<file path="src/gamrs_pkg.sv">
package gamrs_pkg;

   // ************************************************************
   // Register pointers
   // ************************************************************
   localparam logic [5:0] GAMRS_ADDR_GAMMA_FIRST = 6'h00;
   localparam logic [5:0] GAMRS_ADDR_GAMMA_LAST = 6'h07;
   localparam logic [5:0] GAMRS_ADDR_COMMON_VOLTAGE_LEVEL = 6'h12;
   localparam logic [5:0] GAMRS_ADDR_REV = 6'h3c;
   localparam logic [5:0] GAMRS_ADDR_ID = 6'h3d;
   localparam logic [5:0] GAMRS_ADDR_NONE = 6'h3e;
   localparam logic [5:0] GAMRS_ADDR_WCOUNT = 6'h3f;
   localparam logic [5:0] GAMRS_PTR_RESET = 6'h00;

   // ************************************************************
   // Field layout and values
   // ************************************************************
   localparam int GAMRS_NUM_CH = 9;
   localparam logic [3:0] GAMRS_IDX_COMMON_VOLTAGE_LEVEL = 4'h8;
   localparam logic [3:0] GAMRS_IDX_NONE = 4'h9;
   localparam logic [9:0] GAMRS_LEVEL_DEFAULT = 10'h200;
   localparam logic [1:0] GAMRS_SEL_NVM = 2'h1;
   localparam int GAMRS_LATCH_BIT = 15;
   localparam int GAMRS_WD_BIT = 13;
   localparam logic [15:0] GAMRS_RD_EMPTY = 16'hffff;
   localparam logic [3:0] GAMRS_BYTE_BITS = 4'h8;
   localparam int GAMRS_DISCARD_SLOTS = 10;
   localparam int GAMRS_CODE_PAR_BIT = 14;

   // Check-bit column of each data bit in the stored memory word
   localparam logic [3:0] GAMRS_ECC_COL [10] = '{4'h3, 4'h5, 4'h6, 4'h7, 4'h9,
                                                 4'ha, 4'hb, 4'hc, 4'hd, 4'he};

   // ************************************************************
   // Types
   // ************************************************************
   typedef logic [8:0][9:0] gamrs_levels_t;

   typedef struct packed {
      logic valid;
      logic [3:0] chan;
      logic [14:0] code;
   } gamrs_acq_t;

   typedef struct packed {
      logic req;
      logic [3:0] chan;
      logic [15:0] word;
   } gamrs_nvm_wr_t;

   typedef enum logic [6:0] {
      S_IDLE = 7'h01,
      S_ADDR = 7'h02,
      S_PTR = 7'h04,
      S_WDAT = 7'h08,
      S_ACK = 7'h10,
      S_RDAT = 7'h20,
      S_RACK = 7'h40
   } gamrs_state_t;

   // ************************************************************
   // Error correction of a stored word: bit 10 flags uncorrectable
   // ************************************************************
   function automatic logic [3:0] gamrs_ecc_chk(input logic [9:0] d);
      logic [3:0] c;
      c = 4'h0;
      for (int i = 0; i < 10; i++)
         if (d[i])
            c = c ^ GAMRS_ECC_COL[i];
      return c;
   endfunction

   function automatic logic [10:0] gamrs_ecc_fix(input logic [14:0] code);
      logic [3:0] syn;
      logic [9:0] d;
      logic hit;
      d = code[9:0];
      syn = gamrs_ecc_chk(code[9:0]) ^ code[13:10];
      hit = 1'b0;
      for (int i = 0; i < 10; i++)
         if (GAMRS_ECC_COL[i] == syn)
         begin
            d[i] = ~d[i];
            hit = 1'b1;
         end
      if (!(^code))
         return (syn == 4'h0) ? {1'b0, code[9:0]} : {1'b1, GAMRS_LEVEL_DEFAULT};
      if ((syn & (syn - 4'h1)) == 4'h0)
         return {1'b0, code[9:0]};
      return hit ? {1'b0, d} : {1'b1, GAMRS_LEVEL_DEFAULT};
   endfunction

endpackage

</file>
<file path="src/gamrs_serial_regs.sv">
`timescale 1ns/1ps
// Summary of operation
// - A memory word with one failed bit is corrected before loading the channel
// - A word with two failed bits loads the channel default instead
// - Pointer 111101 reads back a fixed 16-bit part identification code
// - Pointer 111100 reads the silicon revision, counting upward from the first
// - Data bits 15:14 equal to 01 select memory, anything else the register
// - Pointers 000000 to 000111 are gamma levels, 010010 the common voltage
// - The pointer steps from 000111 straight to 010010
// - Words arrive high byte first; bits 9:0 are level; commit on second byte
// - STOP or START before a word completes leaves the register untouched
// - Every received write data byte is acknowledged
// - Writing a level register does not move its output by itself
// - Multi writes take 19 slots, discard sets nine to eighteen, 19th is common
// - The write-disable bit changes only through a single-register write
// - Reads accept level pointers and 111100 to 111111, high byte first
// - Upper six bits of a read-back level word carry no data
// - Multi read: master acknowledges every byte, device keeps supplying words
// - A read stops at once on STOP, START or a missing acknowledge
// - Identification, revision and write count are served only as single reads
// - Direction bit zero starts a write, one starts a read
// - Data bit 15 set copies all level registers to the outputs
// - Pointer 111111 reads the memory write count code of the bank
// - A word with top bits 01 requests a memory write for the channel while write-disable is clear
module gamrs_serial_regs #(
   parameter logic [6:0] DEV_ADDR = 7'h4a,
   // Arbitrary value
   parameter logic [15:0] PART_ID = 16'h5a3c,
   // Arbitrary value
   parameter logic [15:0] SILICON_REV = 16'h0007,
   parameter int DISCARD_SLOTS = gamrs_pkg::GAMRS_DISCARD_SLOTS
) (
   input wire logic clk,
   input wire logic srst,
   input wire logic scl_pin,
   input wire logic sda_pin_in,
   output logic sda_pin_out,
   output logic sda_pin_oe_n,
   input wire gamrs_pkg::gamrs_acq_t acq,
   input wire logic [3:0] write_count_code,
   output gamrs_pkg::gamrs_levels_t level,
   output gamrs_pkg::gamrs_levels_t dac_out,
   output gamrs_pkg::gamrs_nvm_wr_t nvm_wr,
   output logic wr_disable
);
   import gamrs_pkg::*;

   // ************************************************************
   // Pointer decoding
   // ************************************************************
   function automatic logic [3:0] chan_of(input logic [5:0] a);
      if (a <= GAMRS_ADDR_GAMMA_LAST)
         return {1'b0, a[2:0]};
      return (a == GAMRS_ADDR_COMMON_VOLTAGE_LEVEL) ? GAMRS_IDX_COMMON_VOLTAGE_LEVEL : GAMRS_IDX_NONE;
   endfunction

   function automatic logic [5:0] next_addr(input logic [5:0] a);
      if (a < GAMRS_ADDR_GAMMA_LAST)
         return a + 6'h01;
      return (a == GAMRS_ADDR_GAMMA_LAST) ? GAMRS_ADDR_COMMON_VOLTAGE_LEVEL : GAMRS_ADDR_NONE;
   endfunction

   function automatic logic ptr_ok(input logic [7:0] b);
      return (b[7:6] == 2'h0) && ((chan_of(b[5:0]) != GAMRS_IDX_NONE)
             || (b[5:0] >= GAMRS_ADDR_REV));
   endfunction

   function automatic logic [15:0] rd_word(input logic [5:0] a, input logic later,
                                           input gamrs_levels_t lv, input logic [3:0] wc);
      if (chan_of(a) != GAMRS_IDX_NONE)
         return {6'h00, lv[chan_of(a)]};
      if (later)
         return GAMRS_RD_EMPTY;
      case (a)
         GAMRS_ADDR_ID: return PART_ID;
         GAMRS_ADDR_REV: return SILICON_REV;
         GAMRS_ADDR_WCOUNT: return {12'h000, wc};
         default: return GAMRS_RD_EMPTY;
      endcase
   endfunction

   // ************************************************************
   // Pin synchronisers and bus conditions
   // ************************************************************
   logic [2:0] scl_sy;
   logic [2:0] sda_sy;
   logic scl_q;
   logic sda_q;
   logic scl_prev;
   logic sda_prev;

   always_ff @(posedge clk)
   begin
      if (srst)
      begin
         scl_sy <= 3'h7;
         sda_sy <= 3'h7;
         scl_q <= 1'b1;
         sda_q <= 1'b1;
         scl_prev <= 1'b1;
         sda_prev <= 1'b1;
      end
      else
      begin
         scl_sy <= {scl_sy[1:0], scl_pin};
         sda_sy <= {sda_sy[1:0], sda_pin_in};
         if (scl_sy[1] == scl_sy[2])
            scl_q <= scl_sy[2];
         if (sda_sy[1] == sda_sy[2])
            sda_q <= sda_sy[2];
         scl_prev <= scl_q;
         sda_prev <= sda_q;
      end
   end

   wire scl_rise = scl_q & ~scl_prev;
   wire scl_fall = ~scl_q & scl_prev;
   wire start_det = scl_q & scl_prev & sda_prev & ~sda_q;
   wire stop_det = scl_q & scl_prev & ~sda_prev & sda_q;

   // ************************************************************
   // Transaction state
   // ************************************************************
   gamrs_state_t state;
   gamrs_state_t ack_to;
   logic [3:0] bit_cnt;
   logic [7:0] shreg;
   logic [7:0] hi_byte;
   logic got_hi;
   logic [7:0] tx_sh;
   logic byte_sel;
   logic rd_later;
   logic mack;
   logic [5:0] ptr;
   logic [4:0] slot_cnt;
   logic first_word;
   logic pend_v;
   logic pend_wd;
   gamrs_levels_t next_level;

   wire byte_end = scl_fall && (bit_cnt == GAMRS_BYTE_BITS);
   wire wdata_end = byte_end && (state == S_WDAT);
   wire commit = wdata_end && got_hi;
   wire [15:0] wr_word = {hi_byte, shreg};
   wire [3:0] cur_idx = chan_of(ptr);
   wire discard = (slot_cnt != 5'h00) || (cur_idx == GAMRS_IDX_NONE);
   wire nvm_sel = (wr_word[15:14] == GAMRS_SEL_NVM);
   wire vol_wr = commit && !discard && !nvm_sel;
   wire nvm_go = commit && !discard && nvm_sel && !wr_disable;
   wire latch_go = vol_wr && wr_word[GAMRS_LATCH_BIT];
   wire addr_hit = (shreg[7:1] == DEV_ADDR);
   wire [15:0] rd_cur = rd_word(ptr, rd_later, level, write_count_code);
   wire [15:0] rd_next = rd_word(next_addr(ptr), 1'b1, level, write_count_code);
   wire acq_go = acq.valid && (acq.chan < GAMRS_IDX_NONE);
   wire [10:0] acq_fix = gamrs_ecc_fix(acq.code);
   wire [9:0] acq_data = acq_fix[9:0];

   always_ff @(posedge clk)
   begin
      if (srst)
      begin
         state <= S_IDLE;
         ack_to <= S_IDLE;
         bit_cnt <= 4'h0;
         shreg <= 8'h00;
         hi_byte <= 8'h00;
         got_hi <= 1'b0;
         tx_sh <= 8'h00;
         byte_sel <= 1'b0;
         rd_later <= 1'b0;
         mack <= 1'b0;
         ptr <= GAMRS_PTR_RESET;
         slot_cnt <= 5'h00;
         first_word <= 1'b1;
         pend_v <= 1'b0;
         pend_wd <= 1'b0;
         wr_disable <= 1'b0;
         sda_pin_oe_n <= 1'b1;
      end
      else if (start_det || stop_det)
      begin
         state <= start_det ? S_ADDR : S_IDLE;
         bit_cnt <= 4'h0;
         got_hi <= 1'b0;
         sda_pin_oe_n <= 1'b1;
         pend_v <= 1'b0;
         if (pend_v)
            wr_disable <= pend_wd;
      end
      else
      begin
         case (state)
            S_ADDR, S_PTR, S_WDAT:
            begin
               if (scl_rise && (bit_cnt != GAMRS_BYTE_BITS))
               begin
                  shreg <= {shreg[6:0], sda_q};
                  bit_cnt <= bit_cnt + 4'h1;
               end
               else if (byte_end)
               begin
                  bit_cnt <= 4'h0;
                  rd_later <= 1'b0;
                  state <= S_ACK;
                  sda_pin_oe_n <= 1'b0;
                  ack_to <= S_WDAT;
                  if (state == S_ADDR)
                  begin
                     ack_to <= shreg[0] ? S_RDAT : S_PTR;
                     if (!addr_hit)
                     begin
                        state <= S_IDLE;
                        sda_pin_oe_n <= 1'b1;
                     end
                  end
                  else if (state == S_PTR)
                  begin
                     if (ptr_ok(shreg))
                     begin
                        ptr <= shreg[5:0];
                        slot_cnt <= 5'h00;
                        first_word <= 1'b1;
                        got_hi <= 1'b0;
                     end
                     else
                     begin
                        state <= S_IDLE;
                        sda_pin_oe_n <= 1'b1;
                     end
                  end
                  else if (!got_hi)
                  begin
                     hi_byte <= shreg;
                     got_hi <= 1'b1;
                  end
                  else
                  begin
                     got_hi <= 1'b0;
                     first_word <= 1'b0;
                     pend_v <= first_word && !discard && !nvm_sel;
                     pend_wd <= wr_word[GAMRS_WD_BIT];
                     if (slot_cnt != 5'h00)
                        slot_cnt <= slot_cnt - 5'h01;
                     else
                     begin
                        ptr <= next_addr(ptr);
                        if ((ptr == GAMRS_ADDR_GAMMA_LAST) && (DISCARD_SLOTS > 0))
                           slot_cnt <= 5'(DISCARD_SLOTS);
                     end
                  end
               end
            end
            S_ACK:
            begin
               if (scl_fall)
               begin
                  bit_cnt <= 4'h0;
                  state <= ack_to;
                  byte_sel <= 1'b0;
                  if (ack_to == S_RDAT)
                  begin
                     sda_pin_oe_n <= rd_cur[15];
                     tx_sh <= {rd_cur[14:8], 1'b0};
                  end
                  else
                     sda_pin_oe_n <= 1'b1;
               end
            end
            S_RDAT:
            begin
               if (scl_rise)
                  bit_cnt <= bit_cnt + 4'h1;
               else if (byte_end)
               begin
                  sda_pin_oe_n <= 1'b1;
                  state <= S_RACK;
               end
               else if (scl_fall)
               begin
                  sda_pin_oe_n <= tx_sh[7];
                  tx_sh <= {tx_sh[6:0], 1'b0};
               end
            end
            S_RACK:
            begin
               if (scl_rise)
                  mack <= ~sda_q;
               else if (scl_fall && !mack)
                  state <= S_IDLE;
               else if (scl_fall)
               begin
                  bit_cnt <= 4'h0;
                  state <= S_RDAT;
                  byte_sel <= ~byte_sel;
                  if (!byte_sel)
                  begin
                     sda_pin_oe_n <= rd_cur[7];
                     tx_sh <= {rd_cur[6:0], 1'b0};
                  end
                  else
                  begin
                     ptr <= next_addr(ptr);
                     rd_later <= 1'b1;
                     sda_pin_oe_n <= rd_next[15];
                     tx_sh <= {rd_next[14:8], 1'b0};
                  end
               end
            end
            default: state <= S_IDLE;
         endcase
      end
   end

   // ************************************************************
   // Level registers, output latch and memory requests
   // ************************************************************
   always_comb
   begin
      next_level = level;
      if (vol_wr)
         next_level[cur_idx] = wr_word[9:0];
      if (acq_go)
         next_level[acq.chan] = acq_data;
   end

   always_ff @(posedge clk)
   begin
      if (srst)
      begin
         level <= {GAMRS_NUM_CH{GAMRS_LEVEL_DEFAULT}};
         dac_out <= {GAMRS_NUM_CH{GAMRS_LEVEL_DEFAULT}};
         nvm_wr <= '0;
         sda_pin_out <= 1'b0;
      end
      else
      begin
         level <= next_level;
         if (latch_go)
            dac_out <= next_level;
         else if (acq_go)
            dac_out[acq.chan] <= acq_data;
         nvm_wr.req <= nvm_go;
         nvm_wr.chan <= cur_idx;
         nvm_wr.word <= wr_word;
      end
   end
endmodule // gamrs_serial_regs

</file>
<file path="config.mk">
export PLATFORM = sky130hd
export DESIGN_NAME = gamrs_serial_regs
export DESIGN_NICKNAME = d
export VERILOG_FILES = /design/src/gamrs_pkg.sv /design/src/gamrs_serial_regs.sv
export SDC_FILE = /design/constraint.sdc
export NUM_CORES = 1
export LEC_CHECK = 0
export ABC_AREA = 1
export BUFFER_PORTS_ARGS = -buffer_cell sky130_fd_sc_hd__buf_2
export CAP_MARGIN = 10
export CORE_ASPECT_RATIO = 1.1
export CORE_MARGIN = 5
export CORE_UTILIZATION = 30
export CTS_CLUSTER_SIZE = 25
export DETAILED_ROUTE_END_ITERATION = 16
export PLACE_DENSITY = 0.52
export SLEW_MARGIN = 40
export SYNTH_ARGS = -nofsm -noshare
export SYNTH_HDL_FRONTEND = slang
export SYNTH_SLANG_ARGS = --single-unit
</file>
<file path="constraint.sdc">
create_clock -name clk -period 2.9 [get_ports clk]
set_input_delay 0.87 -clock clk [delete_from_list [all_inputs] [get_ports clk]]
set_output_delay 0.87 -clock clk [all_outputs]
set_load 0.05 [all_outputs]
</file>
[Word level (Yosys, flattened, before mapping)]
Index checks and enable logic that the tools add are counted.
Word-level totals
  register bits: 273
  output and inout bits: 204
  logic and storage cells: 421
  input bits: 28
Cells by class
  magnitude comparators: 12
  eq/ne operators: 63
  reductions and logical operators: 54
  $add $sub $neg: 4
  bitwise logic cells: 38
  muxes and demuxes: 206
Operators by type and width (number)
  2-to-1 mux 90 bit: 4
  bitwise mux 90 bit: 3
  2-to-1 mux 4 bit: 29
  2-to-1 mux 16 bit: 7
  2-to-1 mux 6 bit: 18
  2-to-1 mux 10 bit: 10
  case mux 16 bit (3 select lines): 2
  2-to-1 mux 1 bit: 90
  binary-select mux 10 bit (select 4 bit): 2
  demux 10 bit (select 4 bit): 2
  2-to-1 mux 8 bit: 9
  2-to-1 mux 7 bit: 10
  2-to-1 mux 5 bit: 8
  == test 6 bit (second input constant): 6
  inequality test 3 bit (second input constant): 11
  case mux 7 bit (4 select lines): 1
  AND reduction 7 bit: 4
  inequality test 2 bit (second input constant): 13
  == test 4 bit (first input constant): 6
  case mux 8 bit (3 select lines): 1
  less-than comparator 4 x 5 -> 1 bit (second input constant): 4
  inequality test 4 bit (second input constant): 5
  inverter 1 bit: 20
  == test 6 x 5 -> 1 bit (second input constant): 3
  54 further kinds: 109

[Longest topological paths before layout]
Gate-level depths: netlist of the first run.
  depth after elaboration: 37
  mapped depth: 21
  depth with buffers taken out: 20

[Least setup slack after synthesis of the first run]
OpenSTA, ideal clock, no wires.
  path type: input-to-reg
  from: input acq[9] (netlist name)
  to: register dac_out[48] (netlist name)
  data required time: 2.786 ns
  setup time: 0.114 ns
  path slack: 0.265 ns
  data arrival time: 2.521 ns
  stages on the path: 21
  path through: buf_6 -> clkinv_2 -> nand2_1 -> nand2_2 -> nand2_1 -> nand2_1 -> inv_1 -> nand2_1 -> nand2_2 -> inv_1 -> nand2_1 -> nand2_1 -> nand2_2 -> buf_6 -> a21oi_1 -> nand2_2 -> nand2_2 -> buf_6 -> nand2_1 -> nand3b_1 -> nand2_1
On the way
  longest elaborated chain between the ends: 19
  elaborated cells on any way between the ends: 41
Ends and longest elaborated chain
  from (decl): line gamrs_serial_regs.sv:39  | input wire gamrs_pkg::gamrs_acq_t acq,
  2-to-1 mux 4 bit: line gamrs_pkg.sv:68  | if (d[i])
  bitwise XOR 4 bit: line gamrs_pkg.sv:78  | syn = gamrs_ecc_chk(code[9:0]) ^ code[13:10];
  == test 2 x 4 -> 1 bit: line gamrs_pkg.sv:81  | if (GAMRS_ECC_COL[i] == syn)
  2-to-1 mux 1 bit (10 in series): line gamrs_pkg.sv:81
  2-to-1 mux 10 bit (2 in series): line gamrs_pkg.sv:90  | return hit ? {1'b0, d} : {1'b1, GAMRS_LEVEL_DEFAULT};
  2-to-1 mux 10 bit *: line gamrs_pkg.sv:88  | if ((syn & (syn - 4'h1)) == 4'h0)
  bitwise mux 90 bit, on equally long branches: line gamrs_serial_regs.sv:341, gamrs_serial_regs.sv:323
  2-to-1 mux 90 bit, on equally long branches: line gamrs_serial_regs.sv:340, gamrs_serial_regs.sv:322
  2-to-1 mux 90 bit *: line gamrs_serial_regs.sv:338  | if (latch_go)
  to (signal assigned): line gamrs_serial_regs.sv:331  | dac_out <= {GAMRS_NUM_CH{GAMRS_LEVEL_DEFAULT}};
  to (signal assigned): line gamrs_serial_regs.sv:339  | dac_out <= next_level;
  to (signal, indexed assignment): line gamrs_serial_regs.sv:341  | dac_out[acq.chan] <= acq_data;
  to (decl): line gamrs_serial_regs.sv:42  | output gamrs_pkg::gamrs_levels_t dac_out,
Every way passes the cells marked *; elsewhere a longest branch is shown, timed or not. The select of a mux whose other input is x is not followed.
A chain may end at the register's enable or synchronous reset.

[Worst setup path in the final report of the first run]
  from: register ptr[0]
  to: register tx_sh[1]
On the way
  longest elaborated chain between the ends: 17
  elaborated cells on any way between the ends: 55
Ends and longest elaborated chain
  from (decl): line gamrs_serial_regs.sv:134  | logic [5:0] ptr;
  from (signal assigned): line gamrs_serial_regs.sv:220  | ptr <= shreg[5:0];
  from (signal assigned): line gamrs_serial_regs.sv:246  | ptr <= next_addr(ptr);
  from (signal assigned): line gamrs_serial_regs.sv:302  | ptr <= next_addr(ptr);
  adder 6 x 1 -> 6 bit, or another cell as far along: line gamrs_serial_regs.sv:59  | return a + 6'h01;
  2-to-1 mux 6 bit, or another cell as far along: line gamrs_serial_regs.sv:58  | if (a < GAMRS_ADDR_GAMMA_LAST)
  2-to-1 mux 6 bit: line gamrs_serial_regs.sv:60  | return (a == GAMRS_ADDR_GAMMA_LAST) ? GAMRS_ADDR_COMMON_VOLTAGE_LEVEL : GAMRS_ADDR_NONE;
  <= comparator 6 x 3 -> 1 bit: line gamrs_serial_regs.sv:52  | if (a <= GAMRS_ADDR_GAMMA_LAST)
  2-to-1 mux 1 bit: line gamrs_serial_regs.sv:52
  2-to-1 mux 1 bit: line gamrs_serial_regs.sv:70  | if (chan_of(a) != GAMRS_IDX_NONE)
  2-to-1 mux 4 bit: line gamrs_serial_regs.sv:54  | return (a == GAMRS_ADDR_COMMON_VOLTAGE_LEVEL) ? GAMRS_IDX_COMMON_VOLTAGE_LEVEL : GAMRS_IDX_NONE;
  2-to-1 mux 4 bit: line gamrs_serial_regs.sv:70
  binary-select mux 10 bit (select 4 bit): line gamrs_serial_regs.sv:71  | return {6'h00, lv[chan_of(a)]};
  2-to-1 mux 10 bit (not written as such): line gamrs_serial_regs.sv:71
  2-to-1 mux 16 bit: line gamrs_serial_regs.sv:70
  2-to-1 mux 16 bit: line gamrs_serial_regs.sv:72  | if (later)
  2-to-1 mux 8 bit: line gamrs_serial_regs.sv:295  | if (!byte_sel)
  2-to-1 mux 8 bit: line gamrs_serial_regs.sv:290  | else if (scl_fall)
  2-to-1 mux 8 bit: line gamrs_serial_regs.sv:288  | else if (scl_fall && !mack)
  2-to-1 mux 8 bit: line gamrs_serial_regs.sv:286  | if (scl_rise)
  case mux 8 bit (3 select lines) *: line gamrs_serial_regs.sv:192  | case (state)
  to (signal assigned): line gamrs_serial_regs.sv:281  | tx_sh <= {tx_sh[6:0], 1'b0};
  to (signal assigned): line gamrs_serial_regs.sv:298  | tx_sh <= {rd_cur[6:0], 1'b0};
  to (signal assigned): line gamrs_serial_regs.sv:305  | tx_sh <= {rd_next[14:8], 1'b0};
  to (decl): line gamrs_serial_regs.sv:130  | logic [7:0] tx_sh;
Marked as above.

==> results by group, run 1 <==
Outcome
  • Status: completed

Timing
  • Final setup violating endpoints: 0
  • Max Slew Vio Count: 0
  • RSZ-0062 raised after global routing: no
  • Fraction of the cycle the final worst path needs: between 90% and 100%
  • Final hold vios: 0
  • Max Fclk: roughly 380 MHz
  • Worst slew margin: a little under half
  • Tmin final: 2640 ps
  • Clk_skew: about 23 ps
  • Worst slew pin tran: between 700 and 800 ps

Logic synthesis
  • Top-area cell type share of the netlist area: about 39%
  • Synth Warn #: 0
  • Most used DFF post-synth: dfxtp_1
  • Distinct cell type count after synthesis: a little under 50
  • Synth top cells by count: 487 x nand2_1, 269 x dfxtp_1, 264 x a21oi_1
  • Post-synth EDFFs: 0
  • Syn Nets: 2130
  • Post-synthesis cell area: about 0.014 mm^2
  • Sequential element share of the synthesized area: 38.7%
  • Synthesized flop and latch total: about 270
  • Mapped Avg Cell Area: 6.64 um^2
  • Top cells by area in the synthesized netlist: dfxtp_1 39%, nand2_1 13%, a21oi_1 9.5%
  • Cell count after synthesis: between 2000 and 2500
  • Top-count cell post-synth: nand2_1
  • Top cell type by total area after synthesis: dfxtp_1
  • Async SR Flop Fraction: 0%

Detailed routing
  • Via density: 5.18
  • DRT iter0 DRCs: approximately 1400
  • WL final: between 60 and 70 mm
  • Routed Antenna Nets: 0
  • Routed via count: roughly 15000
  • First drt pass iteration count: 6
  • WL/cell: between 20 and 25 um
  • DR DRC count: 0

Worst setup path
  • CP max stage delay: approximately 500 ps
  • Crit-path max FO: 18
  • Worst EP required: around 3400 ps
  • Crit end category: flip-flop
  • Crit-path cells: inv_1, ha_1, nand2_1, nand2_2, nand3_4, nor2_1, inv_2, o22ai_1, o21ai_0, nand3_1, nand2_1, nand2_1, nand2_1, nand3_1, a21oi_1
  • Critical path depth in cells: 15
  • Crit path kind: reg -> reg
  • Startpoint Class: flip-flop
  • Slowest CP cell: o21ai_0
  • CP bufs+invs: 2
  • Most common cell on crit path: nand2_1
  • Top cell family by delay on the critical path: simple AND/OR/NAND/NOR gates
  • Register-to-Register Path Depth: 15
  • CP Data Arrival Time: roughly 3200 ps

GRT
  • Remaining Overflow, GRT: 0
  • Global-route wire length before repair: between 90 and 100 mm
  • Largest net degree at the start of global routing: 73
  • Initial antenna violation count: 1
  • Vias in the first global route: roughly 15000
  • All-Layer GR Usage: a little under a quarter

Pwr
  • Tot Pwr: just over 10 mW
  • Peak supply drop: between 0.4 and 0.5 mV
  • Logic pwr share: 24.3%
  • P_int: around 6.9 mW
  • Net Sw Frac: a little under a third
  • Cell Pwr Density: between 500 and 600 mW/mm^2
  • NetSw: about 3.2 mW
  • Flop pwr share: between 30% and 40%
  • Clock power frac: a little under two fifths
  • Leakage: a little over 8 nW

Final layout
  • Final core utilization: 38.4%
  • Layout cells sized above 1: between 20% and 30%
  • Synth-to-layout area growth: 26.2%
  • # fillers: 4985
  • NumNets Final: about 2400
  • Antenna diodes: 0

CTS
  • Clk root buf: clkbuf_16
  • Post-CTS sizing: 0
  • H-tree levels: 1
  • Buffer depth of the longest clock path: 3
  • Clk_lat worst skew: 590 ps
  • CTS sink count: 269
  • Clock transition at path regs: approximately 60 ps
  • TritonCTS clock tree: yes
  • Post-CTS Hold Buffers: 0
  • Postcts setup bufs: 0
  • Clock buffer count from CTS: 31

Die
  • IO Pins: between 200 and 250
  • Die area: ~0.051 mm^2
  • Initial core utilization: between 30 and 40%
  • # rows: just over 80
  • Die Y: about 240 um
  • Die X: around 220 um
  • CORE AREA: roughly 0.046 mm^2

Run
  • Number of max-cap violations: 0

Placement
  • # port buffers: 230
  • Dpl hpwl: about 46 mm
  • GPL Wtd Cong: ~0.94

Hold path
  • Worst min path class: reg -> reg
  • Hold Crit Depth: 1
-- final timing paths --
| check | from | slack, ps | endpoint |
|---|---|---|---|
| max reg2reg | ptr[0]$_SDFFE_PP0P_ | 260 | tx_sh[1]$_SDFFE_PP0P_ |
| min reg2reg | sda_sy[0]$_SDFF_PP1_ | 430 | sda_sy[1]$_SDFF_PP1_ |
| min | sda_sy[0]$_SDFF_PP1_ | 430 | sda_sy[1]$_SDFF_PP1_ |
| max | ptr[0]$_SDFFE_PP0P_ | 260 | tx_sh[1]$_SDFFE_PP0P_ |
-- power groups by stage --
stage / Combinational (mW) / Clock, mW / Sequential (mW)
final: 2.46 / 3.87 / 3.80
after global routing: 2.61 / 4.10 / 3.80
after CTS: 2.45 / 3.97 / 3.80
after detailed placement: 2.45 / 0 / 3.88
after global placement: 2.44 / 0 / 3.88
after floorplan: 1.02 / 0 / 4.01
-- cell type report --
class                      instances  area [um^2]  share of cell area, %
clock buffer                      48          920                   5.24
tap                              588          736                   4.19
clock inverter                     7         66.3                  0.378
sequential                       269         5390                   30.7
multi-input combinational       1513         7270                   41.4
inverter                         193          731                   4.16
timing repair buffer             372         2440                   13.9
-- sequential cells by signal, summed over array words and instances, names as in the netlist, 4 cells and up --
register and cells:
bit_cnt 4, dac_out 90, tx_sh 7, ptr 6, level 90, ack_to 4, hi_byte 8, nvm_wr 21
slot_cnt 5, shreg 8, state 7
-- metal layers --
metal,track usage [%],up-vias,part of all wire [%]
li1,-,7503,-
met1,29.7,7209,41
met2,38.4,656,47
met3,3.46,108,7.5
met4,8.30,0,3.8
met5,0,-,0
-- placed cells by master (no fill, tap or decap), types with 9 or more instances in the layout --
cell type,synthesis,layout
nand2_1,487,485
dfxtp_1,269,269
a21oi_1,264,264
o21ai_0,247,247
buf_2,24,229
nor2_1,202,199
inv_1,178,177
buf_4,4,125
nand3_1,79,79
nand3b_1,36,36
clkbuf_16,0,31
o22ai_1,27,27
a31oi_1,21,21
o211ai_1,21,21
nand2_2,16,18
buf_12,0,18
xor2_1,16,16
nor3_1,12,12
nand4_1,11,11
or2_2,10,10
inv_2,9,9
clkbuf_1,75,9
-- cell families (layout without fill, tap and decap cells) --
family	after synthesis	count (layout)	share of synthesized area, %
and+or+nand+nor	879	879	27.2
AOI/OAI and AO/OA	604	604	22.9
buffers and inverters	313	620	9.13
DFF	269	269	38.7
xor gates and xnor gates	22	22	1.38
adders and majority gates	7	7	0.629
other	1	1	0.0270
-- through the flow --
step	hold slack (ps)	cells	area, um^2	setup slack (ps)	setup TNS (ps)
after detailed placement	403	2935	16600	-159	-9810
final	425	2990	17600	257	0
after global routing	440	2990	17600	69.7	0
after floorplan	389	2095	13900	265	0
after CTS	429	2990	17500	143	0
after global placement	401	2935	16600	-185	-10830
Power figures use the tool's default switching activity.
==> inputs of run 2 (changes only) <==
--- a/config.mk
+++ b/config.mk
@@ -13,7 +13,7 @@
 export CORE_UTILIZATION = 30
 export CTS_CLUSTER_SIZE = 25
 export DETAILED_ROUTE_END_ITERATION = 16
-export PLACE_DENSITY = 0.52
+export PLACE_DENSITY = 0.54
 export SLEW_MARGIN = 40
 export SYNTH_ARGS = -nofsm -noshare
 export SYNTH_HDL_FRONTEND = slang
==> constraint.sdc (replaced) <==
create_clock -name clk -period 2.4 [get_ports clk]
set_input_delay 0.72 -clock clk [delete_from_list [all_inputs] [get_ports clk]]
set_output_delay 0.72 -clock clk [all_outputs]
set_load 0.05 [all_outputs]
==> run 2 against run 1 <==
Register-to-register slack got worse by 240 ps. Wire length is 5.7% higher. Final cell count is 3.4% higher. Sequential power increased by 21%. Total power up 27%. Hold slack worse by 92 ps. Sequential cell count is the same. Critical endpoint is now level[60]$_SDFF_PP0_. Largest cell class unchanged. Highest routed layer is now met5.
==> results by group, run 2 (synthesized netlist as in run 1, its figures left out) <==
Outcome
  • Status: completed

Die
  • Die area: 0.0508 mm^2
  • Die X: 215 um
  • IO Pins: roughly 230
  • Initial core utilization: around 30%
  • CORE AREA: roughly 0.046 mm^2
  • # rows: slightly above 80
  • Die Y: roughly 240 um

Timing
  • Worst slew margin: a little over half
  • Final setup violating endpoints: 0
  • Setup TNS: 0 ps
  • Tmin final: approximately 2400 ps
  • Final hold vios: 0
  • Max Fclk: approximately 420 MHz
  • Clk_skew: 13.5 ps
  • Max Slew Vio Count: 0
  • Hold slack: between 300 and 400 ps
  • RSZ-0062 raised after global routing: yes
  • Fraction of the cycle the final worst path needs: 99.2%
  • Worst slew pin tran: about 710 ps

GRT
  • All-Layer GR Usage: between 20% and 30%
  • Largest net degree at the start of global routing: 55
  • Remaining Overflow, GRT: 0
  • Vias in the first global route: ~15000
  • Global-route wire length before repair: 90.8 mm
  • Initial antenna violation count: 4

Worst setup path
  • Top cell family by delay on the critical path: simple AND/OR/NAND/NOR gates
  • Crit-path max FO: 8
  • Startpoint Class: flip-flop
  • R2r startpoint: ptr[0]$_SDFFE_PP0P_
  • Slowest CP cell: dfxtp_2
  • Crit path kind: reg -> reg
  • Crit end category: flip-flop
  • Most common cell on crit path: nand3_4
  • Flop2flop setup slack: 20 ps
  • Critical Path Source: ptr[0]$_SDFFE_PP0P_
  • CP max stage delay: approximately 330 ps
  • Crit-path cells: inv_2, ha_4, nand2_2, nand2_2, nand3_4, nand2_4, nand2_4, inv_4, nand3_4, nor2_4, buf_12, nand3_4, buf_6, o21ai_0, nand2_1, buf_4, a21oi_1
  • CP Data Arrival Time: between 2000 and 3000 ps
  • CP bufs+invs: 5
  • Worst EP required: just under 3000 ps

Final layout
  • NumNets Final: 2515
  • Most common cell after layout, fill and taps aside: nand2_1
  • # fillers: a little under 5000
  • Final core utilization: a little over two fifths
  • Multi-input combinational cell area: just under 0.008 mm^2
  • Largest regs: dac_out (90), level (90), nvm_wr (21)
  • Layout cells sized above 1: 27.3%
  • Antenna diodes: 0
  • Synth-to-layout area growth: 38.1%
  • Non-Filler Instances: between 3000 and 4000
  • Most frequent cells in the layout: 461 x nand2_1, 267 x dfxtp_1, 243 x a21oi_1
  • FF/Latch Area: roughly 0.0054 mm^2

Detailed routing
  • WL/cell: slightly above 20 um
  • Top sig layer: met5
  • DR DRC count: 0
  • Met3 WL: 4.82 mm
  • DRT iter0 DRCs: 1593
  • WL final: between 60 and 70 mm
  • Routed via count: 16100
  • Routed Antenna Nets: 0
  • First drt pass iteration count: 5
  • Wire length on met2: around 30 mm
  • Via density: around 5.2
  • Met1 wire length: approximately 26 mm

Pwr
  • Clock power frac: 39.5%
  • Net Sw Frac: roughly a third
  • NetSw: roughly 4.0 mW
  • Flop pwr share: 35.7%
  • Tot Pwr: 12.9 mW
  • Logic pwr share: 24.8%
  • Peak supply drop: approximately 0.52 mV
  • Cell Pwr Density: 669 mW/mm^2
  • P_int: between 8 and 9 mW
  • Leakage: 8.78 nW

Run
  • Number of max-cap violations: 0

CTS
  • Clk root buf: clkbuf_16
  • TritonCTS clock tree: yes
  • H-tree levels: 1
  • CTS sink count: approximately 270
  • Clock transition at path regs: roughly 60 ps
  • Clock buffer count from CTS: 31
  • Clk_lat worst skew: just under 600 ps
  • Buffer depth of the longest clock path: 3

Placement
  • Placed insts: between 3000 and 4000
  • GPL Wtd Cong: 0.954
  • Dpl hpwl: around 47 mm
  • # port buffers: 230

Hold path
  • Worst min path class: in -> reg
  • Hold_sp: sda_pin_in
run 2: layout make-up:
cell class / instances / area share (%)
multi-input cells: 1514 / 40.1
clock buffers: 43 / 4.79
repair buffers: 468 / 18.3
clock inverters: 13 / 0.872
flip-flops and latches: 269 / 28.0
inverters: 193 / 3.98
well taps: 588 / 3.83
repair inverters: 3 / 0.137
run 2: final timing paths:
kind	depth (start not counted)	end
setup reg to reg	17	level[60]$_SDFF_PP0_
setup / recovery	17	level[60]$_SDFF_PP0_
hold reg to reg	1	sda_sy[1]$_SDFF_PP1_
hold / removal	2	sda_sy[0]$_SDFF_PP1_
run 2: power groups by stage:
stage | clock (mW) | combinational [mW] | sequential (mW)
global placement | 0 | 3.06 | 4.69
floorplan | 0 | 1.29 | 4.85
detailed placement | 0 | 3.07 | 4.69
finish | 5.07 | 3.19 | 4.59
global route | 5.35 | 3.36 | 4.59
CTS | 5.15 | 3.09 | 4.59
run 2: metal layers:
layer / GRT usage [%] / vias to the layer above
met5: 0 / -
met4: 10.0 / 2
met3: 4.13 / 161
met2: 37.8 / 666
met1: 29.3 / 7556
li1: - / 7722
run 2: repair_timing:
item | CTS | global route
hold buffers | 0 | 0
setup endpoints to repair | 60 | 191
gates resized for setup | 20 | 203
gates cloned | 0 | 13
pin swaps | 0 | 28
buffers inserted | 1 | 16
run 2: worst register-to-register path, cell delays in order, from the launching register on:
cell     delay (ps)
dfxtp_2         330
inv_2            70
ha_4            130
nand2_2          50
nand2_2          70
nand3_4         130
nand2_4         140
nand2_4          80
inv_4            70
nand3_4          80
nor2_4          140
buf_12          160
nand3_4          90
buf_6           150
o21ai_0         240
nand2_1         120
buf_4           150
a21oi_1         120
run 2: metrics by stage:
step	cell area (um^2)	setup slack (ps)
2_1_floorplan	13900	-11.0
3_3_place_gp	17200	-440
3_5_place_dp	17200	-484
4_1_cts	18300	0.523
5_1_grt	19200	-117
6_report	19200	19.7
